===== config.mk =====
export PLATFORM = sky130hd
export DESIGN_NAME = xef_core
export DESIGN_NICKNAME = d
export VERILOG_FILES = /design/src/include/xef_pkg.sv /design/src/rtl/xef_core.sv
export SDC_FILE = /design/constraint.sdc
export NUM_CORES = 1
export LEC_CHECK = 0
export BUFFER_PORTS_ARGS = -buffer_cell sky130_fd_sc_hd__buf_2
export CAP_MARGIN = 20
export CELL_PAD_IN_SITES_DETAIL_PLACEMENT = 0
export CELL_PAD_IN_SITES_GLOBAL_PLACEMENT = 1
export CORE_ASPECT_RATIO = 1.25
export CORE_MARGIN = 5
export CORE_UTILIZATION = 42
export CTS_CLUSTER_DIAMETER = 120
export DETAILED_ROUTE_END_ITERATION = 8
export PLACE_DENSITY = 0.91
export RECOVER_POWER = 25
export SLEW_MARGIN = 20
export SYNTH_ARGS = -nofsm -noshare
export SYNTH_HDL_FRONTEND = slang
export SYNTH_SLANG_ARGS = --single-unit

===== constraint.sdc =====
create_clock -name clock_i -period 4.7 [get_ports clock_i]
set_input_delay 1.41 -clock clock_i [delete_from_list [all_inputs] [get_ports clock_i]]
set_output_delay 1.41 -clock clock_i [all_outputs]
set_load 0.01 [all_outputs]

===== src/include/xef_pkg.sv =====
// Constants, opcodes and carrier types for the XOR execute and flag block.
// Assumes a decode stage presents a whole instruction and a memory-side port.
package xef_pkg;
  localparam logic [4:0] XEF_OP_XOR_REG   = 5'h0d;
  localparam logic [7:0] XEF_OP_XOR_DIR   = 8'h65;
  localparam logic [7:0] XEF_OP_XOR_IMM_M = 8'h63;
  localparam logic [7:0] XEF_OP_XOR_ACC_M = 8'h62;
  localparam logic [7:0] XEF_OP_XOR_IMM_A = 8'h64;
  localparam logic [6:0] XEF_OP_XOR_IND   = 7'h33;
  localparam logic [7:0] XEF_OP_ADD_DIR   = 8'h25;
  localparam logic [7:0] XEF_OP_SUB_DIR   = 8'h95;
  localparam logic [7:0] XEF_OP_PUSH_PC   = 8'h12;
  localparam logic [7:0] XEF_OP_POP_PC    = 8'h22;
  localparam logic [7:0] XEF_OP_BRANCH    = 8'h80;
  localparam int         XEF_PSW_CY       = 7;
  localparam int         XEF_PSW_AC       = 6;
  localparam int         XEF_PSW_OV       = 2;
  localparam int         XEF_PSW_P        = 0;
  localparam logic [7:0] XEF_RAM_LIMIT    = 8'h7f;
  localparam logic [7:0] XEF_ACC_RST      = 8'h00;
  localparam logic [7:0] XEF_PSW_RST      = 8'h00;
  localparam logic [7:0] XEF_SP_RST       = 8'h07;
  localparam logic [15:0] XEF_PC_RST      = 16'h0000;
  localparam int         XEF_NPORT        = 4;
  localparam logic [7:0] XEF_PORT_BASE    = 8'h80;
  localparam logic [7:0] XEF_PORT_STEP    = 8'h10;
  localparam logic [7:0] XEF_LATCH_RST    = 8'hff;
  localparam logic [7:0] XEF_UNDEF        = 8'h00;

  typedef struct packed {
    logic       valid;
    logic [7:0] opcode;
    logic [7:0] byte1;
    logic [7:0] byte2;
    logic [2:0] len;
  } xef_instr_t;

  typedef struct packed {
    logic       we;
    logic [6:0] addr;
    logic [7:0] wdata;
  } xef_mem_wr_t;
endpackage


===== src/rtl/xef_core.sv =====
// XOR execute datapath with flag, port, stack and branch handling.
// Assumes instructions come from a same-clock decode stage; RAM reads are combinational.
`timescale 1ns/1ps
module xef_core (
  // Clock and reset
  input  wire logic                 clock_i,
  input  wire logic                 reset_n_i,
  // Instruction from decode
  input  wire xef_pkg::xef_instr_t  instr_i,
  // Working registers from the active bank
  input  wire logic [63:0]          working_regs_i,
  // Internal RAM read data at the presented instruction's address; at ram_raddr_o in later cycles
  input  wire logic [7:0]           ram_rdata_i,
  // Port pins, asynchronous
  input  wire logic [31:0]          port_pins_i,
  // Execution status
  output logic                      busy_o,
  output logic                      done_o,
  // Internal RAM access
  output logic [6:0]                ram_raddr_o,
  output xef_pkg::xef_mem_wr_t      ram_wr_o,
  // Architectural state
  output logic [7:0]                acc_o,
  output logic [7:0]                program_status_word_o,
  output logic [7:0]                sp_o,
  output logic [15:0]               pc_o,
  output logic [31:0]               port_latch_o
);
  import xef_pkg::*;

  typedef enum logic [1:0] {XEF_IDLE, XEF_RMW, XEF_POP_HI} xef_state_t;

  xef_state_t  state_r, state_nxt;
  logic [7:0]  acc_r, acc_nxt, psw_r, psw_nxt, sp_r, sp_nxt, tmp_r, tmp_nxt;
  logic [15:0] pc_r, pc_nxt;
  logic [7:0]  latch_r [XEF_NPORT];
  logic [7:0]  latch_nxt [XEF_NPORT];
  logic [31:0] pin_s1_r, pin_s2_r;
  logic        done_r, done_nxt;
  logic        busy_r, busy_nxt;
  xef_mem_wr_t wr_r, wr_nxt;
  logic [6:0]  raddr_r, raddr_nxt;

  function automatic int xef_port_idx(input logic [7:0] a);
    int k;
    k = -1;
    for (int i = 0; i < XEF_NPORT; i++) begin
      if (a == 8'(XEF_PORT_BASE + 8'(i) * XEF_PORT_STEP)) begin
        k = i;
      end
    end
    return k;
  endfunction

  // Pin synchroniser
  always_ff @(posedge clock_i or negedge reset_n_i) begin
    if (!reset_n_i) begin
      pin_s1_r <= 32'h0;
      pin_s2_r <= 32'h0;
    end else begin
      pin_s1_r <= port_pins_i;
      pin_s2_r <= pin_s1_r;
    end
  end

  // Direct read: pins for pure source, latch for read-modify-write
  function automatic logic [7:0] xef_dir_read(input logic [7:0] a, input logic rmw,
                                              input logic [7:0] lt [XEF_NPORT],
                                              input logic [31:0] pins,
                                              input logic [7:0] ram);
    int k;
    k = xef_port_idx(a);
    if (k >= 0) begin
      return rmw ? lt[k] : pins[k*8 +: 8];
    end
    return (a > XEF_RAM_LIMIT) ? XEF_UNDEF : ram;
  endfunction

  always_comb begin
    logic [7:0]  op, src, res, a, b;
    logic [8:0]  sum;
    logic [4:0]  lo;
    logic [15:0] pcn;
    int          k;
    op = instr_i.opcode;
    a = acc_r;
    b = 8'h00;
    src = 8'h00;
    res = 8'h00;
    sum = 9'h0;
    lo = 5'h0;
    k = -1;
    pcn = 16'(pc_r + 16'(instr_i.len));
    state_nxt = state_r;
    acc_nxt = acc_r;
    psw_nxt = psw_r;
    sp_nxt = sp_r;
    pc_nxt = pc_r;
    tmp_nxt = tmp_r;
    done_nxt = 1'b0;
    wr_nxt = '0;
    raddr_nxt = instr_i.byte1[6:0];
    for (int i = 0; i < XEF_NPORT; i++) begin
      latch_nxt[i] = latch_r[i];
    end
    unique case (state_r)
      XEF_IDLE: begin
        if (instr_i.valid) begin
          pc_nxt = pcn;
          done_nxt = 1'b1;
          src = xef_dir_read(instr_i.byte1, 1'b0, latch_r, pin_s2_r, ram_rdata_i);
          if (op[7:3] == XEF_OP_XOR_REG) begin
            acc_nxt = acc_r ^ working_regs_i[op[2:0]*8 +: 8];
          end else if (op == XEF_OP_XOR_DIR) begin
            acc_nxt = acc_r ^ src;
          end else if (op == XEF_OP_XOR_IMM_A) begin
            acc_nxt = acc_r ^ instr_i.byte1;
          end else if (op[7:1] == XEF_OP_XOR_IND) begin
            acc_nxt = acc_r ^ ((working_regs_i[op[0]*8 +: 8] > XEF_RAM_LIMIT) ?
                               XEF_UNDEF : ram_rdata_i);
          end else if (op == XEF_OP_XOR_IMM_M) begin
            state_nxt = XEF_RMW;
            tmp_nxt = instr_i.byte2;
            done_nxt = 1'b0;
          end else if (op == XEF_OP_XOR_ACC_M) begin
            res = xef_dir_read(instr_i.byte1, 1'b1, latch_r, pin_s2_r, ram_rdata_i) ^ acc_r;
            k = xef_port_idx(instr_i.byte1);
            if (k >= 0) begin
              latch_nxt[k] = res;
            end else if (instr_i.byte1 <= XEF_RAM_LIMIT) begin
              wr_nxt = '{we: 1'b1, addr: instr_i.byte1[6:0], wdata: res};
            end
          end else if (op == XEF_OP_ADD_DIR) begin
            b = src;
            sum = 9'(a) + 9'(b);
            lo = 5'(a[3:0]) + 5'(b[3:0]);
            acc_nxt = sum[7:0];
            psw_nxt[XEF_PSW_CY] = sum[8];
            psw_nxt[XEF_PSW_AC] = lo[4];
            psw_nxt[XEF_PSW_OV] = (a[7] == b[7]) && (sum[7] != a[7]);
          end else if (op == XEF_OP_SUB_DIR) begin
            b = src;
            sum = 9'(a) - 9'(b) - 9'(psw_r[XEF_PSW_CY]);
            lo = 5'(a[3:0]) - 5'(b[3:0]) - 5'(psw_r[XEF_PSW_CY]);
            acc_nxt = sum[7:0];
            psw_nxt[XEF_PSW_CY] = sum[8];
            psw_nxt[XEF_PSW_AC] = lo[4];
            psw_nxt[XEF_PSW_OV] = (a[7] != b[7]) && (sum[7] != a[7]);
          end else if (op == XEF_OP_PUSH_PC) begin
            sp_nxt = 8'(sp_r + 8'h01);
            wr_nxt = '{we: (sp_nxt <= XEF_RAM_LIMIT), addr: sp_nxt[6:0], wdata: pcn[7:0]};
            tmp_nxt = pcn[15:8];
            state_nxt = XEF_RMW;
            done_nxt = 1'b0;
          end else if (op == XEF_OP_POP_PC) begin
            tmp_nxt = (sp_r > XEF_RAM_LIMIT) ? XEF_UNDEF : ram_rdata_i;
            sp_nxt = 8'(sp_r - 8'h01);
            raddr_nxt = sp_nxt[6:0];
            state_nxt = XEF_POP_HI;
            done_nxt = 1'b0;
          end else if (op == XEF_OP_BRANCH) begin
            pc_nxt = 16'(pcn + {{8{instr_i.byte1[7]}}, instr_i.byte1});
          end
          if (op == XEF_OP_POP_PC) begin
            raddr_nxt = sp_nxt[6:0];
          end else if (op[7:1] == XEF_OP_XOR_IND) begin
            raddr_nxt = working_regs_i[op[0]*8 +: 7];
          end
        end
      end
      XEF_RMW: begin
        done_nxt = 1'b1;
        state_nxt = XEF_IDLE;
        if (instr_i.opcode == XEF_OP_PUSH_PC) begin
          sp_nxt = 8'(sp_r + 8'h01);
          wr_nxt = '{we: (sp_nxt <= XEF_RAM_LIMIT), addr: sp_nxt[6:0], wdata: tmp_r};
        end else begin
          res = xef_dir_read(instr_i.byte1, 1'b1, latch_r, pin_s2_r, ram_rdata_i) ^ tmp_r;
          k = xef_port_idx(instr_i.byte1);
          if (k >= 0) begin
            latch_nxt[k] = res;
          end else if (instr_i.byte1 <= XEF_RAM_LIMIT) begin
            wr_nxt = '{we: 1'b1, addr: instr_i.byte1[6:0], wdata: res};
          end
        end
      end
      XEF_POP_HI: begin
        done_nxt = 1'b1;
        state_nxt = XEF_IDLE;
        pc_nxt = {tmp_r, (sp_r > XEF_RAM_LIMIT) ? XEF_UNDEF : ram_rdata_i};
        sp_nxt = 8'(sp_r - 8'h01);
      end
    endcase
    // XOR keeps arithmetic flags; parity follows result
    psw_nxt[XEF_PSW_P] = ^acc_nxt;
    busy_nxt = (state_nxt != XEF_IDLE);
  end

  always_ff @(posedge clock_i or negedge reset_n_i) begin
    if (!reset_n_i) begin
      state_r <= XEF_IDLE;
      acc_r   <= XEF_ACC_RST;
      psw_r   <= XEF_PSW_RST;
      sp_r    <= XEF_SP_RST;
      pc_r    <= XEF_PC_RST;
      tmp_r   <= 8'h00;
      done_r  <= 1'b0;
      busy_r  <= 1'b0;
      wr_r    <= '0;
      raddr_r <= 7'h00;
      for (int i = 0; i < XEF_NPORT; i++) begin
        latch_r[i] <= XEF_LATCH_RST;
      end
    end else begin
      state_r <= state_nxt;
      acc_r   <= acc_nxt;
      psw_r   <= psw_nxt;
      sp_r    <= sp_nxt;
      pc_r    <= pc_nxt;
      tmp_r   <= tmp_nxt;
      done_r  <= done_nxt;
      busy_r  <= busy_nxt;
      wr_r    <= wr_nxt;
      raddr_r <= raddr_nxt;
      for (int i = 0; i < XEF_NPORT; i++) begin
        latch_r[i] <= latch_nxt[i];
      end
    end
  end

  always_comb begin
    busy_o                = busy_r;
    done_o                = done_r;
    ram_raddr_o           = raddr_r;
    ram_wr_o              = wr_r;
    acc_o                 = acc_r;
    program_status_word_o = psw_r;
    sp_o                  = sp_r;
    pc_o                  = pc_r;
    for (int i = 0; i < XEF_NPORT; i++) begin
      port_latch_o[i*8 +: 8] = latch_r[i];
    end
  end
endmodule


======== Word level (Yosys, flattened, before mapping) ========
Index checks and enable logic that the tools add are counted.
cells by class
  $lt $le $gt $ge ......................... 12
  eq/ne operators ......................... 39
  reductions and logical operators ........ 18
  $add $sub $neg .......................... 10
  bitwise operators ....................... 14
  shift operators ......................... 4
  muxes and demuxes ....................... 165
operators by type and width
  cell                                                                             count
  32-bit 2-to-1 mux                                                                26
  8-bit 2-to-1 mux                                                                 55
  16-bit 2-to-1 mux                                                                27
  32-bit by 1-bit >= comparator with 1-bit output, second input constant           3
  32-bit bitwise mux                                                               2
  32-bit by 3-bit >= comparator with 1-bit output, second input constant           2
  32-bit by 1-bit < comparator with 1-bit output, second input constant            2
  32-bit NOT                                                                       2
  16-bit case mux with 2 select lines                                              2
  32-bit case mux with 2 select lines                                              1
  64-bit by 5-bit variable part select with 7-bit output                           1
  64-bit by 5-bit variable part select with 8-bit output                           1
  64-bit by 7-bit variable part select with 8-bit output                           1
  8-bit == test, second input constant                                             6
  8-bit bitwise XOR                                                                6
  2-bit != test, second input constant                                             17
  8-bit binary-select mux with 2-bit select                                        2
  8-bit demux with 2-bit select                                                    2
  8-bit by 7-bit == test with 1-bit output, second input constant                  4
  32-bit by 32-bit variable part select with 8-bit output                          1
  1-bit 2-to-1 mux                                                                 28
  7-bit 2-to-1 mux                                                                 4
  2-bit 2-to-1 mux                                                                 13
  8-bit by 7-bit greater-than comparator with 1-bit output, second input constant  3
  other kinds (34)                                                                 51
storage, ports and cells
  logic and storage cells ................. 282
  input port bits ......................... 134
  output and inout port bits .............. 97
  flip-flop bits (word level) ............. 167

======== Depth between registers and ports, before layout ========
Gate-level depths: netlist of run 1.
  word-level depth ........................ 43
  depth in mapped cells ................... 17
  depth with buffers taken out ............ 16

======== Worst setup path after synthesis of run 1 ========
No wires, ideal clock.
  path type ............................... input to register
  start point ............................. input instr_i[15] (netlist bit)
  end point ............................... register psw_r[0], in the netlist program_status_word_o[0]
  stages on the path ...................... 16
  arrival time ............................ 5.958 ns
  setup slack ............................. -1.392 ns
  setup time .............................. 0.134 ns
  cells stage by stage .................... clkbuf_1 -> buf_1 -> clkbuf_1 -> mux4_2 -> a21o_1 -> fa_1 -> fa_1 -> a21boi_0 -> o21ai_0 -> a21oi_1 -> xnor2_1 -> a221oi_2 -> o221ai_1 -> o211ai_2 -> xnor3_2 -> xnor3_1
between the ends
  longest elaborated chain between the ends .. 27
  elaborated cells on any way between the ends .. 37
  classes of those cells .................. add/sub (3); order compare (2); eq/ne (4); shift (1); mux (24); bitwise (2); reduce/logical (1)
ends and longest elaborated chain
  element                                          RTL line         RTL
  start: declaration                               xef_core.sv:9    input wire xef_pkg::xef_instr_t instr_i,
  8-bit == test                                    xef_core.sv:48   if (a == 8'(XEF_PORT_BASE + 8'(i) * XEF_PORT_STEP)) begin
  32-bit 2-to-1 mux (4 in series)                  xef_core.sv:48
  32-bit 2-to-1 mux                                xef_core.sv:108  if (instr_i.valid) begin
  32-bit 2-to-1 mux                                xef_core.sv:106  unique case (state_r)
  32-bit by 1-bit >= comparator with 1-bit output  xef_core.sv:73   if (k >= 0) begin
  1-bit 2-to-1 mux                                 xef_core.sv:73
  1-bit 2-to-1 mux                                 xef_core.sv:108
  1-bit 2-to-1 mux                                 xef_core.sv:106
  [10 not listed]                                  n/a
  8-bit 2-to-1 mux                                 xef_core.sv:116  end else if (op == XEF_OP_XOR_IMM_A) begin
  8-bit 2-to-1 mux (*)                             xef_core.sv:114  end else if (op == XEF_OP_XOR_DIR) begin
  8-bit 2-to-1 mux (*)                             xef_core.sv:112  if (op[7:3] == XEF_OP_XOR_REG) begin
  8-bit 2-to-1 mux (*)                             xef_core.sv:108
  8-bit 2-to-1 mux (*)                             xef_core.sv:106
  net acc_nxt[6]                                   xef_core.sv:34   logic [7:0] acc_r, acc_nxt, psw_r, psw_nxt, sp_r, sp_nxt, tmp_r, tmp_nxt;
  8-bit XOR reduction (*)                          xef_core.sv:195  psw_nxt[XEF_PSW_P] = ^acc_nxt;
  net psw_nxt[0]                                   xef_core.sv:34
  end signal: assignment                           xef_core.sv:217  psw_r <= psw_nxt;
  end: declaration                                 xef_core.sv:34
The timed path passes the listed nets; every way through them passes the cells marked *. The select of a mux whose other input is x is not followed.
A chain may end at the register's enable or synchronous reset.

======== Worst setup path after layout of run 1 ========
Ends and elaborated chain as after synthesis.

==> results.cfg, run 1 <==
[layout]
drive_above_1_share = 0.323
area_growth_pct = 26.6
design_area_mm2 = 0.0138
final_cell_mix = 219 x buf_2, 132 x dfrtp_1, 124 x nand2_1, 116 x buf_4, 113 x o21ai_0
final_nets = 1643
final_cells = 1813
fillers = 2347
layout_commonest_cell = buf_2

[cts]
clk_pin_slew_ns = 0.07
numCtsBuffers = 17
cts_tree = yes
root_buffer = clkbuf_16
clock-sinks = 167
clockBufferDepth = 2
cts_hold_buf = 0
htreeDepth = 4
clkLatencyLatePin_ns = 0.45

[sta]
fin_hold_ws_ns = 0.346
setup_viol = 0
worst_slew_pin_slew_ns = 2.26
final_hold_viol_count = 0
max-slew-margin-rel = -0.508
min_period_ns = 4.56
skew_ns = 0.0151
period_share = 0.971
drv_slew = 91
fmax_mhz = 219

[routing]
wl_mm = 39.0
wl_per_cell_um = 21.5
drt_iter0_drc = 794
firstDrtPassIters = 5
vias = 10500
drc = 0
antenna_left = 0
avgViaCountPerCell = 5.77

[floorplanning]
die_h_um = 190
coreArea_mm2 = 0.0258
rows = 66
die_w_um = 154
initial_core_util = 0.422
die-area_mm2 = 0.0293
pin_count = 231

[global_route]
grt_max_degree = 92
grt_usage = 0.264
grt_overflow = 0
grt_pass1_vias = 10500
grt_pass1_wl_mm = 60.0
antenna_found_initial = 2

[min_path]
min_from = pin_s1_r[10]
whs_endpoint = pin_s2_r[10]
hold_path_class = reg -> reg
min_path_cells = 0

[pwr]
ir_worst_vdd_v = 0.000294
pwr_density_cell_mw_per_mm2 = 468
leakage_uw = 0.00634

[logic_synthesis]
yosys_warnings = 0
netlist_instances = 1165
ys_async_sr_fraction = 1.00
netlist_area_mm2 = 0.0109
synth_edf_count = 0
seq_area_frac_synth = 0.387
syn_area_per_cell_um2 = 9.37
synth_flop_cell = dfrtp_1
ys_types = 80
ys_ff_latch = 167

[setup_path]
critical_path_class = in -> reg
r2r-end = pc_o[15]
r2r-start = pc_o[1]
r2r_cells = 16
reg2reg_slack_ns = 0.95
critPathArrivalTime_ns = 4.90
required_ns = 5.03
cp_max_fo = 5
worstSetupEndpointType = flop
cp-start-kind = input pin

[place]
io_buffers = 226
dpl.cell_count = 1779
dp_hpwl_mm = 30.8
post_dp_cell_area_mm2 = 0.0132
gp_congestion = 0.963

[outcome]
status = finished, violations left
violations = capacitance limit, slew limit

[flow_run]
maxCapViolCount = 1
[worst max-delay path: stages]
cell and delay, ns:
buf_2 0.22, buf_12 0.14, mux4_2 0.52, a21o_1 0.21, ha_1 0.32, and3b_1 0.21, o31ai_2 0.22, a21oi_1 0.11
or2_4 0.25, a221o_1 0.35, xnor2_1 0.19, o221ai_1 0.17, a21oi_2 0.17, xnor3_1 0.39
[power breakdown]
| part | switching (uW) | total, uW | internal, uW |
|---|---|---|---|
| Combinational | 1700 | 3170 | 1470 |
| Clock | 629 | 1380 | 746 |
| Sequential | 302 | 1920 | 1620 |
[sequential cells by signal, indices dropped and copies added, names as in the netlist, 8 cells and up]
signal,flops
tmp_r,8
pin_s1_r,32
port_latch_o,32
acc_o,8
ram_wr_o,16
pc_o,16
pin_s2_r,32
sp_o,8
[how the worst max path moves through the flow]
stage | start | to | slack [ns] | cells after the start
floorplan | instr_i[18] | program_status_word_o[0] | -0.22 | 17
global placement | instr_i[18] | program_status_word_o[0] | -0.31 | 15
detailed placement | instr_i[18] | program_status_word_o[0] | -0.41 | 15
CTS | instr_i[12] | program_status_word_o[0] | 0.05 | 15
global route | instr_i[15] | program_status_word_o[0] | -0.01 | 16
finish | instr_i[15] | program_status_word_o[0] | 0.14 | 14
[Yosys cell counts, types with 4 or more instances]
| master | number | area (um^2) |
|---|---|---|
| o311ai_0 | 4 | 35.0 |
| buf_4 | 4 | 30.0 |
| nor4_1 | 4 | 25.0 |
| and3_1 | 7 | 43.8 |
| clkbuf_1 | 58 | 218 |
| dfstp_2 | 35 | 920 |
| ha_1 | 45 | 563 |
| a31oi_1 | 6 | 37.5 |
| mux2i_1 | 32 | 320 |
| nor3_1 | 22 | 110 |
| xnor2_1 | 60 | 526 |
| a221o_1 | 6 | 60.1 |
| o221ai_1 | 7 | 61.3 |
| a211o_1 | 6 | 52.6 |
| a22o_1 | 4 | 35.0 |
| inv_1 | 50 | 188 |
| nand3b_1 | 7 | 52.6 |
| nor2_1 | 72 | 270 |
| or3_1 | 12 | 75.1 |
| o211ai_1 | 13 | 97.6 |
| o32ai_1 | 5 | 43.8 |
| o31ai_1 | 9 | 67.6 |
| nand2_1 | 124 | 465 |
| nand2b_1 | 6 | 37.5 |
| fa_1 | 5 | 100 |
| nor2b_1 | 8 | 50.1 |
| nand3_1 | 22 | 110 |
| o21ai_0 | 115 | 576 |
| a211oi_1 | 7 | 52.6 |
| o22ai_1 | 18 | 113 |
| buf_2 | 6 | 30.0 |
| o21bai_1 | 6 | 45.0 |
| a21oi_1 | 75 | 375 |
| a221oi_1 | 4 | 35.0 |
| xor2_1 | 27 | 236 |
| a21o_1 | 21 | 158 |
| a22oi_1 | 18 | 135 |
| dfrtp_1 | 132 | 3300 |
| o22a_1 | 5 | 43.8 |
| mux4_2 | 21 | 473 |
| buf_1 | 6 | 22.5 |
| or2_2 | 7 | 43.8 |
| mux2_2 | 12 | 135 |
[through the flow]
stage	power [uW]	TNS (ns)	utilization	setup slack [ns]
final	6470	0	0.535	0.136
after global placement	5010	-0.540	0.512	-0.307
after global routing	6880	-0.0117	0.535	-0.0117
after floorplan	3810	-0.219	-	-0.219
after detailed placement	5060	-0.907	0.512	-0.408
after CTS	6450	0	0.534	0.0478
[layout make-up]
class / instances / area [um^2] / share of cell area
multi-input cells: 875 / 6310 / 0.457
flip-flops and latches: 167 / 4220 / 0.305
repair buffers: 347 / 2090 / 0.152
clock buffers: 19 / 433 / 0.0313
well taps: 340 / 425 / 0.0308
inverters: 51 / 194 / 0.0140
clock inverters: 13 / 136 / 0.00987
diodes: 1 / 2.50 / 0.000181
[layer usage]
metal  global-route usage  up-vias  wire length, um  share of wire
li1                     -     4801                -              -
met1                0.331     5014            15200           0.39
met2                0.431      528            18700           0.48
met3               0.0552      113             3060          0.078
met4                0.136        2             2070          0.053
met5                    0        -                7        0.00018
[cells by family after synthesis]
family                   Yosys count  share of synthesized area
flip-flops                       167                      0.387
other                              1                   0.000343
multiplexers                      65                     0.0850
AND/OR/NAND/NOR                  312                      0.135
adder cells (fa/ha/maj)           50                     0.0607
XOR/XNOR                          90                     0.0761
buffers and inverters            126                     0.0461
AO/OA/AOI/OAI                    354                      0.210
[repair_timing]
action                                  in CTS  in global routing
setup buffers                                0                  1
resized for setup                            0                  8
endpoints found under the setup margin       0                  3
(Power assumes the default switching activity.)
==> run 2, diff against run 1 <==
--- a/config.mk
+++ b/config.mk
@@ -7,15 +7,14 @@
 export LEC_CHECK = 0
 export BUFFER_PORTS_ARGS = -buffer_cell sky130_fd_sc_hd__buf_2
 export CAP_MARGIN = 20
-export CELL_PAD_IN_SITES_DETAIL_PLACEMENT = 0
-export CELL_PAD_IN_SITES_GLOBAL_PLACEMENT = 1
 export CORE_ASPECT_RATIO = 1.25
 export CORE_MARGIN = 5
-export CORE_UTILIZATION = 42
+export CORE_UTILIZATION = 50
 export CTS_CLUSTER_DIAMETER = 120
 export DETAILED_ROUTE_END_ITERATION = 8
-export PLACE_DENSITY = 0.91
+export PLACE_DENSITY = 0.84
 export RECOVER_POWER = 25
+export SKIP_LAST_GASP = 1
 export SLEW_MARGIN = 20
 export SYNTH_ARGS = -nofsm -noshare
 export SYNTH_HDL_FRONTEND = slang
==> run 2 against run 1 <==
  * The run still ends with capacitance limit, slew limit left
  * Via count grew 3.3%
  * Setup slack got worse by 0.12 ns
  * Register-to-register slack hardly changed
  * Highest routed layer is now met4
==> results.cfg, run 2 (synthesis gave the netlist of run 1 again) <==
[routing]
drt_iter0_drc = 1114
avgViaCountPerCell = 6.15
drc = 0
firstDrtPassIters = 5
antenna_left = 0
wl_mm = 39.0
vias = 10800
wl_per_cell_um = 22.2

[global_route]
met1_usage = 0.396
antenna_found_initial = 0
grt_overflow = 0
busiest_layer = met2
grt_max_degree = 75
grt_usage = 0.310
grt_pass1_wl_mm = 59.7
met2_usage = 0.502
grt_pass1_vias = 10600
grt_use_met3 = 0.0556

[sta]
fmax_mhz = 214
max-slew-margin-rel = -0.205
fin_hold_ws_ns = 0.348
rsz0062_at_grt = yes
drv_slew = 74
min_period_ns = 4.68
final_hold_viol_count = 0
worst_slew_pin_slew_ns = 1.81
setup_viol = 0
skew_ns = 0.0124
setup_ws_ns = 0.0206
period_share = 0.996

[setup_path]
cp_max_fo = 7
reg2reg_slack_ns = 0.96
cp-start-kind = input pin
required_ns = 5.02
critPathArrivalTime_ns = 5.00
critical_path_class = in -> reg
worstSetupEndpointType = flop

[layout]
antenna_cells = 0
layout_commonest_cell = buf_2
drive_above_1_share = 0.330
area_growth_pct = 27.0
final_nets = 1650
fillers = 1695
final_cell_mix = 222 x buf_2, 132 x dfrtp_1, 124 x nand2_1, 124 x buf_4, 113 x o21ai_0

[cts]
numCtsBuffers = 17
root_buffer = clkbuf_16
cts_tree = yes
cts_hold_buf = 0
htreeDepth = 4
clkLatencyLatePin_ns = 0.44
clock-sinks = 167
clockBufferDepth = 2
clk_pin_slew_ns = 0.08

[flow_run]
maxCapViolCount = 1

[floorplanning]
die_w_um = 142
rows = 60
die-area_mm2 = 0.0249
pin_count = 231
coreArea_mm2 = 0.0215
die_h_um = 175
initial_core_util = 0.507

[place]
preCtsSetupSlack_ns = -0.486
io_buffers = 226
gp_congestion = 0.985
dp_hpwl_mm = 30.0

[pwr]
ir_worst_vdd_v = 0.000265
leakage_uw = 0.00641
pwr_density_cell_mw_per_mm2 = 482

[min_path]
hold_path_class = reg -> reg

[outcome]
violations = capacitance limit, slew limit
status = finished, violations left
run 2: cell count changes in the layout (fill, tap and decap cells not counted), sizes merged:
| cell | previous run | this run |
|---|---|---|
| buf | 340 | 350 |
| clkbuf | 26 | 21 |
| clkinv | 4 | 7 |
| clkinvlp | 2 | 0 |
| diode | 1 | 0 |
| inv | 57 | 58 |
run 2: path summary, 6_finish.rpt:
kind,depth (start not counted),start,end
min reg2reg,0,pin_s1_r[2],pin_s2_r[2]
min,0,pin_s1_r[2],pin_s2_r[2]
max reg2reg,13,pc_o[0],pc_o[14]
max in group asynchronous,2,reset_n_i,sp_o[1]
min in group asynchronous,1,reset_n_i,pin_s1_r[29]
max,17,instr_i[12],program_status_word_o[0]
run 2: cell type report:
class,count,area [um^2],area share
multi-input cells,875,6320,0.456
clock buffers,17,425,0.0307
well taps,279,349,0.0252
repair buffers,354,2140,0.154
flip-flops and latches,167,4220,0.304
inverters,51,194,0.0140
clock inverters,15,218,0.0157
run 2: stage by stage:
stage | total power, uW | util | cells | cell area (um^2) | setup TNS [ns]
finish | 6690 | 0.644 | 1758 | 13900 | 0
global route | 7050 | 0.644 | 1758 | 13900 | -0.0757
CTS | 6600 | 0.642 | 1756 | 13800 | 0
detailed placement | 5080 | 0.612 | 1724 | 13200 | -1.02
global placement | 5000 | 0.612 | 1724 | 13200 | -0.774
floorplan | 3810 | - | 1168 | 11100 | -0.219
run 2: critical path: stages:
cell and delay, ns:
buf_2 0.11, or4b_4 0.55, nor3_4 0.32, buf_12 0.17
a21o_1 0.17, ha_4 0.23, inv_4 0.06, ha_4 0.19
or3_1 0.30, o21ai_1 0.11, a31oi_2 0.07, a21o_1 0.20
a21oi_1 0.17, xnor2_1 0.16, o221ai_1 0.15, a21oi_1 0.22
xnor3_1 0.41
run 2: report_power, final:
group          total (uW)  leakage, uW  internal [uW]  switching, uW
Clock                1510     0.000312            786            719
Combinational        3280      0.00412           1500           1780
Sequential           1900      0.00198           1620            282
Total                6690      0.00641           3910           2780
run 2: timing repair:
action                     CTS  global route
resized for setup            0             9
setup endpoints to repair    1             2
pin swaps                    1            11
hold endpoints to repair     0             0
setup buffers                0             2
run 2: metal layers:
layer,share of wire,vias to the layer above
met5,0,-
met4,0.055,0
met3,0.10,148
met2,0.47,700
met1,0.37,5135
li1,-,4820
